<file path="src/hw/spims_pkg.sv">
// Shared constants and types of the serial master/slave port.
package spims_pkg;

  // ==========================================================================
  // Register map: documented indices, byte address is four times the index.
  localparam logic [7:0]  SPIMS_IDX_DATA = 8'h3c;
  localparam logic [7:0]  SPIMS_IDX_CFG  = 8'h3d;
  localparam logic [11:0] SPIMS_A_DATA   = {2'h0, SPIMS_IDX_DATA, 2'h0};
  localparam logic [11:0] SPIMS_A_CFG    = {2'h0, SPIMS_IDX_CFG, 2'h0};
  localparam logic [11:0] SPIMS_A_PIN    = 12'h100;
  localparam logic [11:0] SPIMS_A_STAT   = 12'h104;
  localparam logic [11:0] SPIMS_A_MASK   = 12'h108;

  // ==========================================================================
  // Configuration register fields.
  localparam int SPIMS_CFG_SWAP = 7;
  localparam int SPIMS_CFG_LSB  = 6;
  localparam int SPIMS_CFG_MODE = 4;
  localparam int SPIMS_CFG_CPOL = 3;
  localparam int SPIMS_CFG_CPHA = 2;
  localparam int SPIMS_CFG_DIV  = 0;
  localparam logic [1:0] SPIMS_MODE_MST = 2'h1;
  localparam logic [1:0] SPIMS_MODE_SLV = 2'h2;

  // ==========================================================================
  // Clock divisors of the cpu clock for select codes 0 to 3.
  localparam logic [7:0] SPIMS_DIV0 = 8'h06;
  localparam logic [7:0] SPIMS_DIV1 = 8'h0c;
  localparam logic [7:0] SPIMS_DIV2 = 8'h30;
  localparam logic [7:0] SPIMS_DIV3 = 8'h60;
  localparam logic [3:0] SPIMS_LAST_EDGE = 4'hf;

  // ==========================================================================
  // Pin control register fields, status bits and pin indices.
  localparam int SPIMS_PIN_USE = 0;
  localparam int SPIMS_PIN_OE  = 4;
  localparam int SPIMS_PIN_OUT = 8;
  localparam int SPIMS_PIN_LVL = 12;
  localparam int SPIMS_P_SEL   = 0;
  localparam int SPIMS_P_CLK   = 1;
  localparam int SPIMS_P_MOSI  = 2;
  localparam int SPIMS_P_MISO  = 3;
  localparam int SPIMS_ST_RX   = 0;
  localparam int SPIMS_ST_TX   = 1;
  localparam int SPIMS_ST_BUSY = 2;

  // ==========================================================================
  // Reset values.
  localparam logic [7:0]  SPIMS_RST_BYTE = 8'h00;
  localparam logic [11:0] SPIMS_RST_PIN  = 12'h000;
  localparam logic [1:0]  SPIMS_RST_ST   = 2'h0;

  typedef enum logic [1:0] {SPIMS_IDLE, SPIMS_LEAD, SPIMS_SHIFT} spims_state_e;

endpackage

</file>
<file path="src/hw/spims_sync.sv">
// Two-stage synchroniser for pin inputs.
`timescale 1ns/1ps
`default_nettype none
module spims_sync #(
  parameter int W = 4
) (
  input  wire logic         clk_i,
  input  wire logic         resetn_i,
  input  wire logic         ce_i,
  input  wire logic [W-1:0] async_i,
  output logic      [W-1:0] sync_o
);

  typedef struct packed {
    logic [W-1:0] s1;
    logic [W-1:0] s2;
  } spims_sync_s;

  spims_sync_s r_r;
  spims_sync_s r_nxt;

  // ==========================================================================
  // Only the second stage reads the first.
  always_comb begin
    r_nxt    = r_r;
    r_nxt.s1 = async_i;
    r_nxt.s2 = r_r.s1;
  end

  // State register.
  always_ff @(posedge clk_i) begin
    if (!resetn_i) begin
      r_r <= '0;
    end else if (ce_i) begin
      r_r <= r_nxt;
    end
  end

  assign sync_o = r_r.s2;

endmodule // spims_sync
`default_nettype wire

</file>
<file path="src/hw/spims_top.sv">
// Serial peripheral port, master or slave, with APB registers.
// Notes on behaviour
// - data read gives receive buffer, write loads holding
// - interrupt on byte received and holding empty
// - swap bit exchanges master-out and master-in pins
// - bit order: msb first, or lsb first
// - mode field: off, master, slave, reserved
// - polarity bit sets serial clock idle level
// - phase bit picks the sampling edge
// - master clock divides cpu clock by 6/12/48/96
// - core advances only while clock enable is high
// - four pins: clock, select, two data
// - select and data directions set automatically
// - serial logic owns select pin when enabled
// - clock/data pins serial only with use bit
`timescale 1ns/1ps
`default_nettype none
module spims_top
  import spims_pkg::*;
(
  input  wire logic        CLK_I,
  input  wire logic        RESETN_I,
  input  wire logic        CE_I,
  input  wire logic [11:0] PADDR_I,
  input  wire logic        PSEL_I,
  input  wire logic        PENABLE_I,
  input  wire logic        PWRITE_I,
  input  wire logic [31:0] PWDATA_I,
  output logic      [31:0] PRDATA_O,
  output logic             PREADY_O,
  output logic             PSLVERR_O,
  output logic             IRQ_O,
  input  wire logic        SELECT_PIN_I,
  output logic             SELECT_PIN_O,
  output logic             SELECT_PIN_OE_N_O,
  input  wire logic        CLOCK_PIN_I,
  output logic             CLOCK_PIN_O,
  output logic             CLOCK_PIN_OE_N_O,
  input  wire logic        MOSI_PORT_PIN_I,
  output logic             MOSI_PORT_PIN_O,
  output logic             MOSI_PORT_PIN_OE_N_O,
  input  wire logic        MISO_PORT_PIN_I,
  output logic             MISO_PORT_PIN_O,
  output logic             MISO_PORT_PIN_OE_N_O
);

  typedef struct packed {
    spims_state_e state;
    logic [7:0]   cfg;
    logic [7:0]   hold;
    logic         tx_full;
    logic [7:0]   tx_sh;
    logic [7:0]   rx_sh;
    logic [7:0]   rx_buf;
    logic [3:0]   edge_n;
    logic [6:0]   cnt;
    logic         sclk;
    logic         ss;
    logic         sclk_prev;
    logic         sel_prev;
    logic [11:0]  pin;
    logic [1:0]   st;
    logic [1:0]   mask;
    logic [31:0]  rdata;
  } spims_reg_s;

  spims_reg_s r_r;
  spims_reg_s r_nxt;
  logic [3:0] pin_s;
  logic       load_w;
  logic       done_w;

  // ==========================================================================
  // Helpers.

  // Half a serial clock period in cpu clocks, less one, for a select code.
  function automatic logic [6:0] half_f(input logic [1:0] sel);
    logic [7:0] d;
    d = SPIMS_DIV0;
    unique case (sel)
      2'h0: d = SPIMS_DIV0;
      2'h1: d = SPIMS_DIV1;
      2'h2: d = SPIMS_DIV2;
      2'h3: d = SPIMS_DIV3;
    endcase
    return d[7:1] - 7'h01;
  endfunction

  // Shift one bit in, in the configured order.
  function automatic logic [7:0] shf_f(input logic [7:0] v, input logic b, input logic lsb);
    return lsb ? {b, v[7:1]} : {v[6:0], b};
  endfunction

  // Register decode.
  function automatic logic hit_f(input logic [11:0] a);
    return a == SPIMS_A_DATA || a == SPIMS_A_CFG || a == SPIMS_A_PIN ||
           a == SPIMS_A_STAT || a == SPIMS_A_MASK;
  endfunction

  // ==========================================================================
  // Pin input synchronisers.
  spims_sync #(
    .W (4)
  ) u_sync (
    .clk_i    (CLK_I),
    .resetn_i (RESETN_I),
    .ce_i     (CE_I),
    .async_i  ({MISO_PORT_PIN_I, MOSI_PORT_PIN_I, CLOCK_PIN_I, SELECT_PIN_I}),
    .sync_o   (pin_s)
  );

  // ==========================================================================
  // Decoded configuration.
  logic [1:0] mode;
  logic       mst;
  logic       slv;
  logic       en;
  logic       lsb;
  logic       cpol;
  logic       cpha;
  logic       swap;
  logic       drv_mosi;
  logic       din;
  logic       dout;

  // Reserved mode code decodes as neither master nor slave.
  assign mode = r_r.cfg[SPIMS_CFG_MODE +: 2];
  assign mst  = mode == SPIMS_MODE_MST;
  assign slv  = mode == SPIMS_MODE_SLV;
  assign en   = mst | slv;
  assign lsb  = r_r.cfg[SPIMS_CFG_LSB];
  assign cpol = r_r.cfg[SPIMS_CFG_CPOL];
  assign cpha = r_r.cfg[SPIMS_CFG_CPHA];
  assign swap = r_r.cfg[SPIMS_CFG_SWAP];

  // The block drives the mosi port pin as master without swap, or as slave with swap.
  assign drv_mosi = mst ^ swap;
  assign din      = drv_mosi ? pin_s[SPIMS_P_MISO] : pin_s[SPIMS_P_MOSI];
  assign dout     = lsb ? r_r.tx_sh[0] : r_r.tx_sh[7];

  // ==========================================================================
  // Next-state logic: transfer engine and register writes.
  always_comb begin
    logic wr;
    logic rd_setup;
    logic sedge;
    logic tick;
    wr       = PSEL_I & PENABLE_I & PWRITE_I;
    rd_setup = PSEL_I & ~PENABLE_I & ~PWRITE_I;
    sedge    = 1'b0;
    tick     = 1'b0;
    load_w   = 1'b0;
    done_w   = 1'b0;
    r_nxt    = r_r;
    r_nxt.sclk_prev = pin_s[SPIMS_P_CLK];
    r_nxt.sel_prev  = pin_s[SPIMS_P_SEL];

    // Transfer sequencing; all shifting waits for a serial clock edge.
    unique case (r_r.state)
      SPIMS_IDLE: begin
        r_nxt.sclk   = cpol;
        r_nxt.ss     = 1'b1;
        r_nxt.edge_n = '0;
        if (mst && r_r.tx_full) begin
          load_w      = 1'b1;
          r_nxt.ss    = 1'b0;
          r_nxt.cnt   = half_f(r_r.cfg[SPIMS_CFG_DIV +: 2]);
          r_nxt.state = SPIMS_LEAD;
        end else if (slv && !pin_s[SPIMS_P_SEL] && r_r.sel_prev) begin
          load_w      = r_r.tx_full;
          r_nxt.state = SPIMS_SHIFT;
        end
      end
      SPIMS_LEAD: begin
        // Select is asserted a whole period before the first clock edge.
        if (r_r.cnt == '0) begin
          r_nxt.cnt   = half_f(r_r.cfg[SPIMS_CFG_DIV +: 2]);
          r_nxt.state = SPIMS_SHIFT;
        end else begin
          r_nxt.cnt = r_r.cnt - 7'h01;
        end
      end
      SPIMS_SHIFT: begin
        if (mst) begin
          tick = r_r.cnt == '0;
          if (tick) begin
            r_nxt.cnt  = half_f(r_r.cfg[SPIMS_CFG_DIV +: 2]);
            r_nxt.sclk = ~r_r.sclk;
          end else begin
            r_nxt.cnt = r_r.cnt - 7'h01;
          end
        end else begin
          tick = pin_s[SPIMS_P_CLK] != r_r.sclk_prev;
          if (pin_s[SPIMS_P_SEL]) begin
            r_nxt.state = SPIMS_IDLE;
          end
        end
        sedge = r_r.edge_n[0] == cpha;
        if (tick) begin
          if (sedge) begin
            r_nxt.rx_sh = shf_f(r_r.rx_sh, din, lsb);
          end else if (r_r.edge_n != '0) begin
            r_nxt.tx_sh = shf_f(r_r.tx_sh, 1'b0, lsb);
          end
          r_nxt.edge_n = r_r.edge_n + 4'h1;
          if (r_r.edge_n == SPIMS_LAST_EDGE) begin
            done_w       = 1'b1;
            r_nxt.rx_buf = sedge ? shf_f(r_r.rx_sh, din, lsb) : r_r.rx_sh;
            r_nxt.state  = SPIMS_IDLE;
          end
        end
      end
      default: begin
        r_nxt.state = SPIMS_IDLE;
      end
    endcase

    // Leaving master or slave mode abandons any transfer.
    if (!en) begin
      r_nxt.state = SPIMS_IDLE;
      r_nxt.ss    = 1'b1;
    end

    // Holding register moves to the shifter.
    if (load_w) begin
      r_nxt.tx_sh   = r_r.hold;
      r_nxt.tx_full = 1'b0;
    end

    // Software writes; status bits clear by writing one.
    if (wr) begin
      unique case (PADDR_I)
        SPIMS_A_DATA: begin
          r_nxt.hold    = PWDATA_I[7:0];
          r_nxt.tx_full = 1'b1;
        end
        SPIMS_A_CFG: begin
          r_nxt.cfg = PWDATA_I[7:0];
          // An idle clock takes a new polarity in the same cycle as the setting.
          if (r_r.state == SPIMS_IDLE) begin
            r_nxt.sclk = PWDATA_I[SPIMS_CFG_CPOL];
          end
        end
        SPIMS_A_PIN:  r_nxt.pin  = PWDATA_I[11:0];
        SPIMS_A_STAT: r_nxt.st   = r_r.st & ~PWDATA_I[1:0];
        SPIMS_A_MASK: r_nxt.mask = PWDATA_I[1:0];
        default: ;
      endcase
    end

    // Events set status after the clear, so a set in the same cycle wins.
    if (done_w) begin
      r_nxt.st[SPIMS_ST_RX] = 1'b1;
    end
    if (load_w) begin
      r_nxt.st[SPIMS_ST_TX] = 1'b1;
    end

    // Read data is captured in the setup cycle.
    if (rd_setup) begin
      r_nxt.rdata = '0;
      unique case (PADDR_I)
        SPIMS_A_DATA: r_nxt.rdata[7:0] = r_r.rx_buf;
        SPIMS_A_CFG:  r_nxt.rdata[7:0] = r_r.cfg;
        SPIMS_A_PIN:  r_nxt.rdata[15:0] = {pin_s, r_r.pin};
        SPIMS_A_STAT: r_nxt.rdata[2:0] = {r_r.state != SPIMS_IDLE, r_r.st};
        SPIMS_A_MASK: r_nxt.rdata[1:0] = r_r.mask;
        default: ;
      endcase
    end
  end

  // State register, frozen while the clock enable is low.
  always_ff @(posedge CLK_I) begin
    if (!RESETN_I) begin
      r_r        <= '0;
      r_r.state  <= SPIMS_IDLE;
      r_r.cfg    <= SPIMS_RST_BYTE;
      r_r.hold   <= SPIMS_RST_BYTE;
      r_r.rx_buf <= SPIMS_RST_BYTE;
      r_r.pin    <= SPIMS_RST_PIN;
      r_r.st     <= SPIMS_RST_ST;
      r_r.mask   <= SPIMS_RST_ST;
      r_r.ss     <= 1'b1;
      r_r.sclk_prev <= 1'b0;
      r_r.sel_prev  <= 1'b1;
    end else if (CE_I) begin
      r_r <= r_nxt;
    end
  end

  // ==========================================================================
  // APB answers: no wait states, error on an unmapped address.
  assign PRDATA_O  = r_r.rdata;
  assign PREADY_O  = 1'b1;
  assign PSLVERR_O = PSEL_I & PENABLE_I & ~hit_f(PADDR_I);
  assign IRQ_O     = |(r_r.st & r_r.mask);

  // ==========================================================================
  // Pin ownership: serial logic or general-purpose control.
  logic use_clk;
  logic use_mosi;
  logic use_miso;
  assign use_clk  = en & r_r.pin[SPIMS_PIN_USE + 0];
  assign use_mosi = en & r_r.pin[SPIMS_PIN_USE + 1];
  assign use_miso = en & r_r.pin[SPIMS_PIN_USE + 2];

  // Select is driven as master, an input as slave.
  assign SELECT_PIN_O      = en ? r_r.ss : r_r.pin[SPIMS_PIN_OUT + SPIMS_P_SEL];
  assign SELECT_PIN_OE_N_O = en ? ~mst : ~r_r.pin[SPIMS_PIN_OE + SPIMS_P_SEL];

  // Clock direction always follows the general-purpose enable bit.
  assign CLOCK_PIN_O      = use_clk ? r_r.sclk : r_r.pin[SPIMS_PIN_OUT + SPIMS_P_CLK];
  assign CLOCK_PIN_OE_N_O = ~r_r.pin[SPIMS_PIN_OE + SPIMS_P_CLK];

  // A slave data output is released while select is high.
  assign MOSI_PORT_PIN_O      = use_mosi ? dout : r_r.pin[SPIMS_PIN_OUT + SPIMS_P_MOSI];
  assign MOSI_PORT_PIN_OE_N_O = use_mosi ?
                                ~(drv_mosi & (mst | ~pin_s[SPIMS_P_SEL])) :
                                ~r_r.pin[SPIMS_PIN_OE + SPIMS_P_MOSI];
  assign MISO_PORT_PIN_O      = use_miso ? dout : r_r.pin[SPIMS_PIN_OUT + SPIMS_P_MISO];
  assign MISO_PORT_PIN_OE_N_O = use_miso ?
                                ~(~drv_mosi & (mst | ~pin_s[SPIMS_P_SEL])) :
                                ~r_r.pin[SPIMS_PIN_OE + SPIMS_P_MISO];
endmodule // spims_top
`default_nettype wire

</file>
<file path="config.mk">
export PLATFORM = sky130hd
export DESIGN_NAME = spims_top
export DESIGN_NICKNAME = d
export VERILOG_FILES = /design/src/hw/spims_pkg.sv /design/src/hw/spims_sync.sv /design/src/hw/spims_top.sv
export SDC_FILE = /design/constraint.sdc
export NUM_CORES = 1
export LEC_CHECK = 0
export CAP_MARGIN = 20
export CORE_MARGIN = 1.5
export CORE_UTILIZATION = 30
export DETAILED_ROUTE_END_ITERATION = 8
export DONT_BUFFER_PORTS = 1
export MAX_ROUTING_LAYER = met4
export SYNTH_ARGS = -nofsm -noshare
export SYNTH_HDL_FRONTEND = slang
export SYNTH_HIERARCHICAL = 1
export SYNTH_SLANG_ARGS = --single-unit
</file>
<file path="constraint.sdc">
create_clock -name CLK_I -period 2.5 [get_ports CLK_I]
set_clock_uncertainty 0.1 [all_clocks]
set_input_delay 0.5 -clock CLK_I [delete_from_list [all_inputs] [get_ports CLK_I]]
set_output_delay 0.5 -clock CLK_I [all_outputs]
set_load 0.01 [all_outputs]
</file>
==> results of run 1 <==
==> power by group <==
part / internal (mW) / switching (mW) / total (mW)
logic: 0.0319 / 0.0598 / 0.0917
clock network: 0.743 / 0.661 / 1.40
registers: 1.57 / 0.00832 / 1.58
==> stage by stage <==
stage / util / instance area, µm² / cells / power [mW] / setup WS, ns
floorplan: - / 5230 / 634 / 1.71 / 0.420
global placement: 0.322 / 5380 / 822 / 1.70 / 0.153
detailed placement: 0.322 / 5380 / 822 / 1.70 / 0.104
CTS: 0.340 / 5670 / 838 / 3.09 / 0.000176
global route: 0.341 / 5690 / 838 / 3.16 / 0.0143
finish: 0.341 / 5690 / 838 / 3.07 / 0.101
==> routing by layer <==
layer	up-vias	track usage	wire length [µm]
met2	131	0.255	6540
li1	2151	-	-
met4	0	0.0436	134
met5	-	-	0
met1	2157	0.216	6790
met3	8	0.0291	732
==> flip-flops by register name, indices dropped and copies added (netlist names) <==
signal and flops:
r_r 69, mode 2, u_sync/sync_o 4, cpol 1, u_sync/r_nxt 4, cpha 1
PRDATA_O 16, lsb 1
==> layout make-up <==
cell class,count,area (µm²),area share
Clock buffer,11,253,0.0444
Clock inverter,5,43.8,0.00769
Inverter,14,52.6,0.00923
Multi-Input combinational cell,455,2850,0.500
Sequential cell,98,1960,0.345
Tap cell,220,275,0.0483
Timing Repair Buffer,35,263,0.0461
==> repair_timing <==
item | CTS | global route
endpoints found under the setup margin | 0 | 14
resized for setup | 0 | 6
hold buffers | 0 | 0
==> critical path, cell delays in order, from the launching register on <==
cell      delay, ns
dfxtp_1        0.42
inv_1          0.07
ha_2           0.44
nand2b_1       0.16
mux2_2         0.37
==> cells in the final DEF (no fill, tap or decap), drive strengths merged, types with 4 or more instances in the layout <==
master,instances
inv,16
nand2b,6
a31oi,13
nor2,60
o21ai,51
o2bb2ai,6
a21oi,41
conb,17
or3,8
ha,11
nor2b,12
nand2,67
a22o,7
a32o,5
buf,35
nor3,11
dfxtp,98
mux2i,52
clkbuf,11
and3,6
nor4,4
nand3,11
a22oi,13
==> final timing paths <==
check,startpoint,to,slack [ns],cells after the start
hold reg to reg,r_r[39],r_r[39],0.37,2
hold / removal,RESETN_I,r_r[48],0.13,1
setup reg to reg,r_r[53],r_r[81],0.17,8
setup / recovery,mode[0],CLOCK_PIN_O,0.10,4
==> logic make-up after synthesis <==
group	synth area share
compound gates	0.198
xor+xnor	0.00508
fa+ha+maj	0.0266
buf+inv	0.0865
flops	0.379
mux	0.107
other cells	0.00145
simple gates	0.196
==> metrics.yaml, run 1 <==
pwr:
  powerDensity_nw_per_um2: 540
  power_leakage_nw: 2.05
  ir_drop_uv: 387
synth:
  synth_seq_cells: 98
  synthTopCellsByArea: "dfxtp_1 (38%), mux2i_1 (10%), o21ai_0 (4.9%)"
  postSynthAreaPerCell_um2: 8.36
  netlist_instances: 619
  ys_seq_area_frac: 0.379
  synth_edf_count: 0
  yosysWarnings: 6
  synthArstFlopShare: 0
  syn-cell-area_um2: 5180
  yosysUniqueCellTypes: 62
  synth_most_common_cell: "dfxtp_1"
  synth_top_cell_area_share: 0.379
  ys.flop_type: "dfxtp_1"
  synth_common_cells: "dfxtp_1 (98), nand2_1 (67), nor2_1 (59)"
  yosysTopAreaCell: "dfxtp_1"
placed_design:
  place_hpwl_um: 10300
  gp_congestion: 0.844
  io_buffers: 0
cells_and_area:
  drive_gt1_frac: 0.115
  antennaDiodeCount: 0
  fillCellCount: 1797
  finalNetCount: 678
  area_growth_pct: 9.98
sta:
  tightestPinTransition_ns: 0.701
  hold_slack_ns: 0.128
  slew_headroom: 0.532
  max_freq_mhz: 417
  hold_viol: 0
  rsz0062_at_grt: "no"
  period_needed_ns: 2.40
  fin_crit_sh: 0.960
  setup-violations-final: 0
  final-max-slew-violation-count: 0
  fin_setup_tns_ns: 0
grt:
  grt_max_degree: 38
  grt_pass1_wl_um: 22400
  antenna_found_initial: 0
  first_global_vias: 4092
  grt_overflow: 0
  grt_usage: 0.163
routing:
  wl_per_cell_um: 16.9
  via_count: 4447
  routed_wl_um: 14200
  via_per_inst: 5.31
  drc: 0
  ant_nets: 0
  drtIter0Drc: 255
  firstDrtPassIters: 5
clock_tree:
  cts_tree: "yes"
  cts_max_level: 3
  clockBufferDepth: 2
  clk_pin_slew_worst_paths_ns: 0.08
  numCtsBuffers: 9
  clock_sinks: 98
  cts_root_buf: "clkbuf_16"
  post_cts_buffers: 0
  insertion_delay_ns: 0.35
run:
  drv_cap: 0
setup_path:
  crit_type: "flop to output pin"
  path_max_fanout: 10
  start_kind: "flop"
  crit_path_end_kind: "output pin"
  cp.required_ns: 1.90
  cp.arrival_ns: 1.80
die:
  die_w_um: 134
  initial_utilization: 0.310
  pin_count: 97
  core_um2: 16700
  core.rowCount: 47
  fp.dieH_um: 134
  die_area_um2: 18100
hold_path:
  hold_class: "input port to flop"
outcome:
  outcome: "complete, no violations"
Power figures use the tool's default switching activity.
==> run 2: changes to the inputs <==
- clock period: 2.5 -> 2 ns (I/O delays scaled with it)
==> metrics.yaml, run 2 (synthesis gave the netlist of run 1 again) <==
outcome:
  outcome: "finished with violations"
  violations: "setup timing"
clock_tree:
  cts_root_buf: "clkbuf_16"
  clk_pin_slew_worst_paths_ns: 0.07
  numCtsBuffers: 9
  cts_max_level: 3
  clockBufferDepth: 2
  cts_tree: "yes"
  cts-hold-fix-buffers: 0
  clock_sinks: 98
  insertion_delay_ns: 0.35
cells_and_area:
  largest_reg_flops: 69
  finalNetCount: 737
  postLayoutCoreUtil: 0.385
  antennaDiodeCount: 0
  multi_input_area_um2: 3080
  final_common_cell: "dfxtp_1"
  mostFrequentLayoutCells: "dfxtp_1 (93), buf_4 (77), nand2_1 (66)"
  seq_area_um2: 1970
  top_register: "r_r"
  drive_gt1_frac: 0.245
  fillCellCount: 1700
  area_growth_pct: 24.2
setup_path:
  regToRegStartpoint: "r_r[53]"
  crit_path_end_kind: "output pin"
  start_kind: "flop"
  path_max_fanout: 5
  r2r_slack_ns: -0.09
  cp.required_ns: 1.50
  r2r_cells: 7
  timing.rr.end: "r_r[86]"
  crit_type: "flop to output pin"
  cp.arrival_ns: 1.62
run:
  drv_cap: 0
routing:
  routed_wl_um: 15300
  via_per_inst: 5.22
  firstDrtPassIters: 6
  drc: 0
  wl_per_cell_um: 17.0
  drtIter0Drc: 378
  ant_nets: 0
  via_count: 4684
sta:
  setup-violations-final: 21
  hold_viol: 0
  hold_slack_ns: 0.0259
  max_freq_mhz: 471
  final-max-slew-violation-count: 0
  fin_crit_sh: 1.06
  fin_ws_ns: -0.123
  rsz0062_at_grt: "yes"
  period_needed_ns: 2.12
pwr:
  power_leakage_nw: 2.44
  powerDensity_nw_per_um2: 593
  p_total_mw: 3.81
  swShare: 0.239
  intPower_mw: 2.90
  seqPwrFrac: 0.516
  comb_power_share: 0.034
  power.switching_mw: 0.910
  ir_drop_uv: 405
  clkPwrFrac: 0.450
grt:
  antenna_found_initial: 0
  first_global_vias: 4472
  grt_overflow: 0
  grt_pass1_wl_um: 24100
  grt_max_degree: 38
  grt_usage: 0.175
hold_path:
  hp-start: "RESETN_I"
  hold_class: "input port to flop"
  hold_path_end: "r_r[50]"
  hold_path_depth: 1
die:
  fp.dieH_um: 134
  pin_count: 97
  initial_utilization: 0.310
  core.rowCount: 47
  die_w_um: 134
  core_um2: 16700
  die_area_um2: 18100
placed_design:
  place_hpwl_um: 10800
  io_buffers: 0
  dp_slack_ns: -0.215
  gp_congestion: 0.866
## run 2: cell types whose count changed in the layout (fill, tap and decap cells not counted), sizes merged
cell	change
inv	+1
buf	+59
clkbuf	-1
## run 2: layout make-up
| cell class | count | area share |
|---|---|---|
| clock buffer | 10 | 0.0372 |
| timing repair buffer | 94 | 0.118 |
| tap | 220 | 0.0428 |
| clock inverter | 6 | 0.00759 |
| sequential | 98 | 0.307 |
| multi-input combinational | 455 | 0.479 |
| inverter | 14 | 0.00856 |
## run 2: worst max path at each step
stage,depth (start not counted),endpoint,slack (ns),start
CTS,5,CLOCK_PIN_O,-0.12,mode[1]
detailed placement,8,r_r[79],-0.21,r_r[52]
finish,5,SELECT_PIN_OE_N_O,-0.12,mode[0]
global route,6,MOSI_PORT_PIN_OE_N_O,-0.17,mode[1]
floorplan,8,r_r[79],-0.06,r_r[52]
global placement,8,r_r[79],-0.18,r_r[52]
## run 2: per-stage QoR
| step | TNS, ns | std cells | cell area, µm² |
|---|---|---|---|
| after detailed placement | -2.06 | 867 | 5750 |
| after global placement | -1.75 | 867 | 5750 |
| final | -1.33 | 897 | 6430 |
| after floorplan | -0.149 | 634 | 5260 |
| after global routing | -2.89 | 897 | 6430 |
| after CTS | -1.05 | 891 | 6260 |
## run 2: critical path: stages, from the launching register on
cell and delay [ns]:
dfxtp_4 0.37, inv_1 0.07, ha_4 0.31, buf_6 0.13
mux2i_4 0.26, buf_6 0.13
## run 2: layer usage
metal	GRT usage	share of wire	routed length, µm
met5	-	0	0
met4	0.0424	0.015	229
met3	0.0438	0.065	998
met2	0.260	0.45	6840
met1	0.237	0.47	7200
## run 2: power by group through the flow
stage | sequential (mW) | combinational, mW | clock, mW
floorplan | 2.01 | 0.130 | 0
global placement | 2.02 | 0.120 | 0
detailed placement | 2.02 | 0.121 | 0
CTS | 1.97 | 0.123 | 1.74
global route | 1.97 | 0.140 | 1.82
finish | 1.97 | 0.129 | 1.71
## run 2: what timing repair did
item / CTS / global route
gates cloned: 1 / 2
buffers inserted: 7 / 4
gates resized for setup: 44 / 33
endpoints found under the setup margin: 27 / 46
endpoints found under the hold margin: 0 / 0
pin swaps: 22 / 19
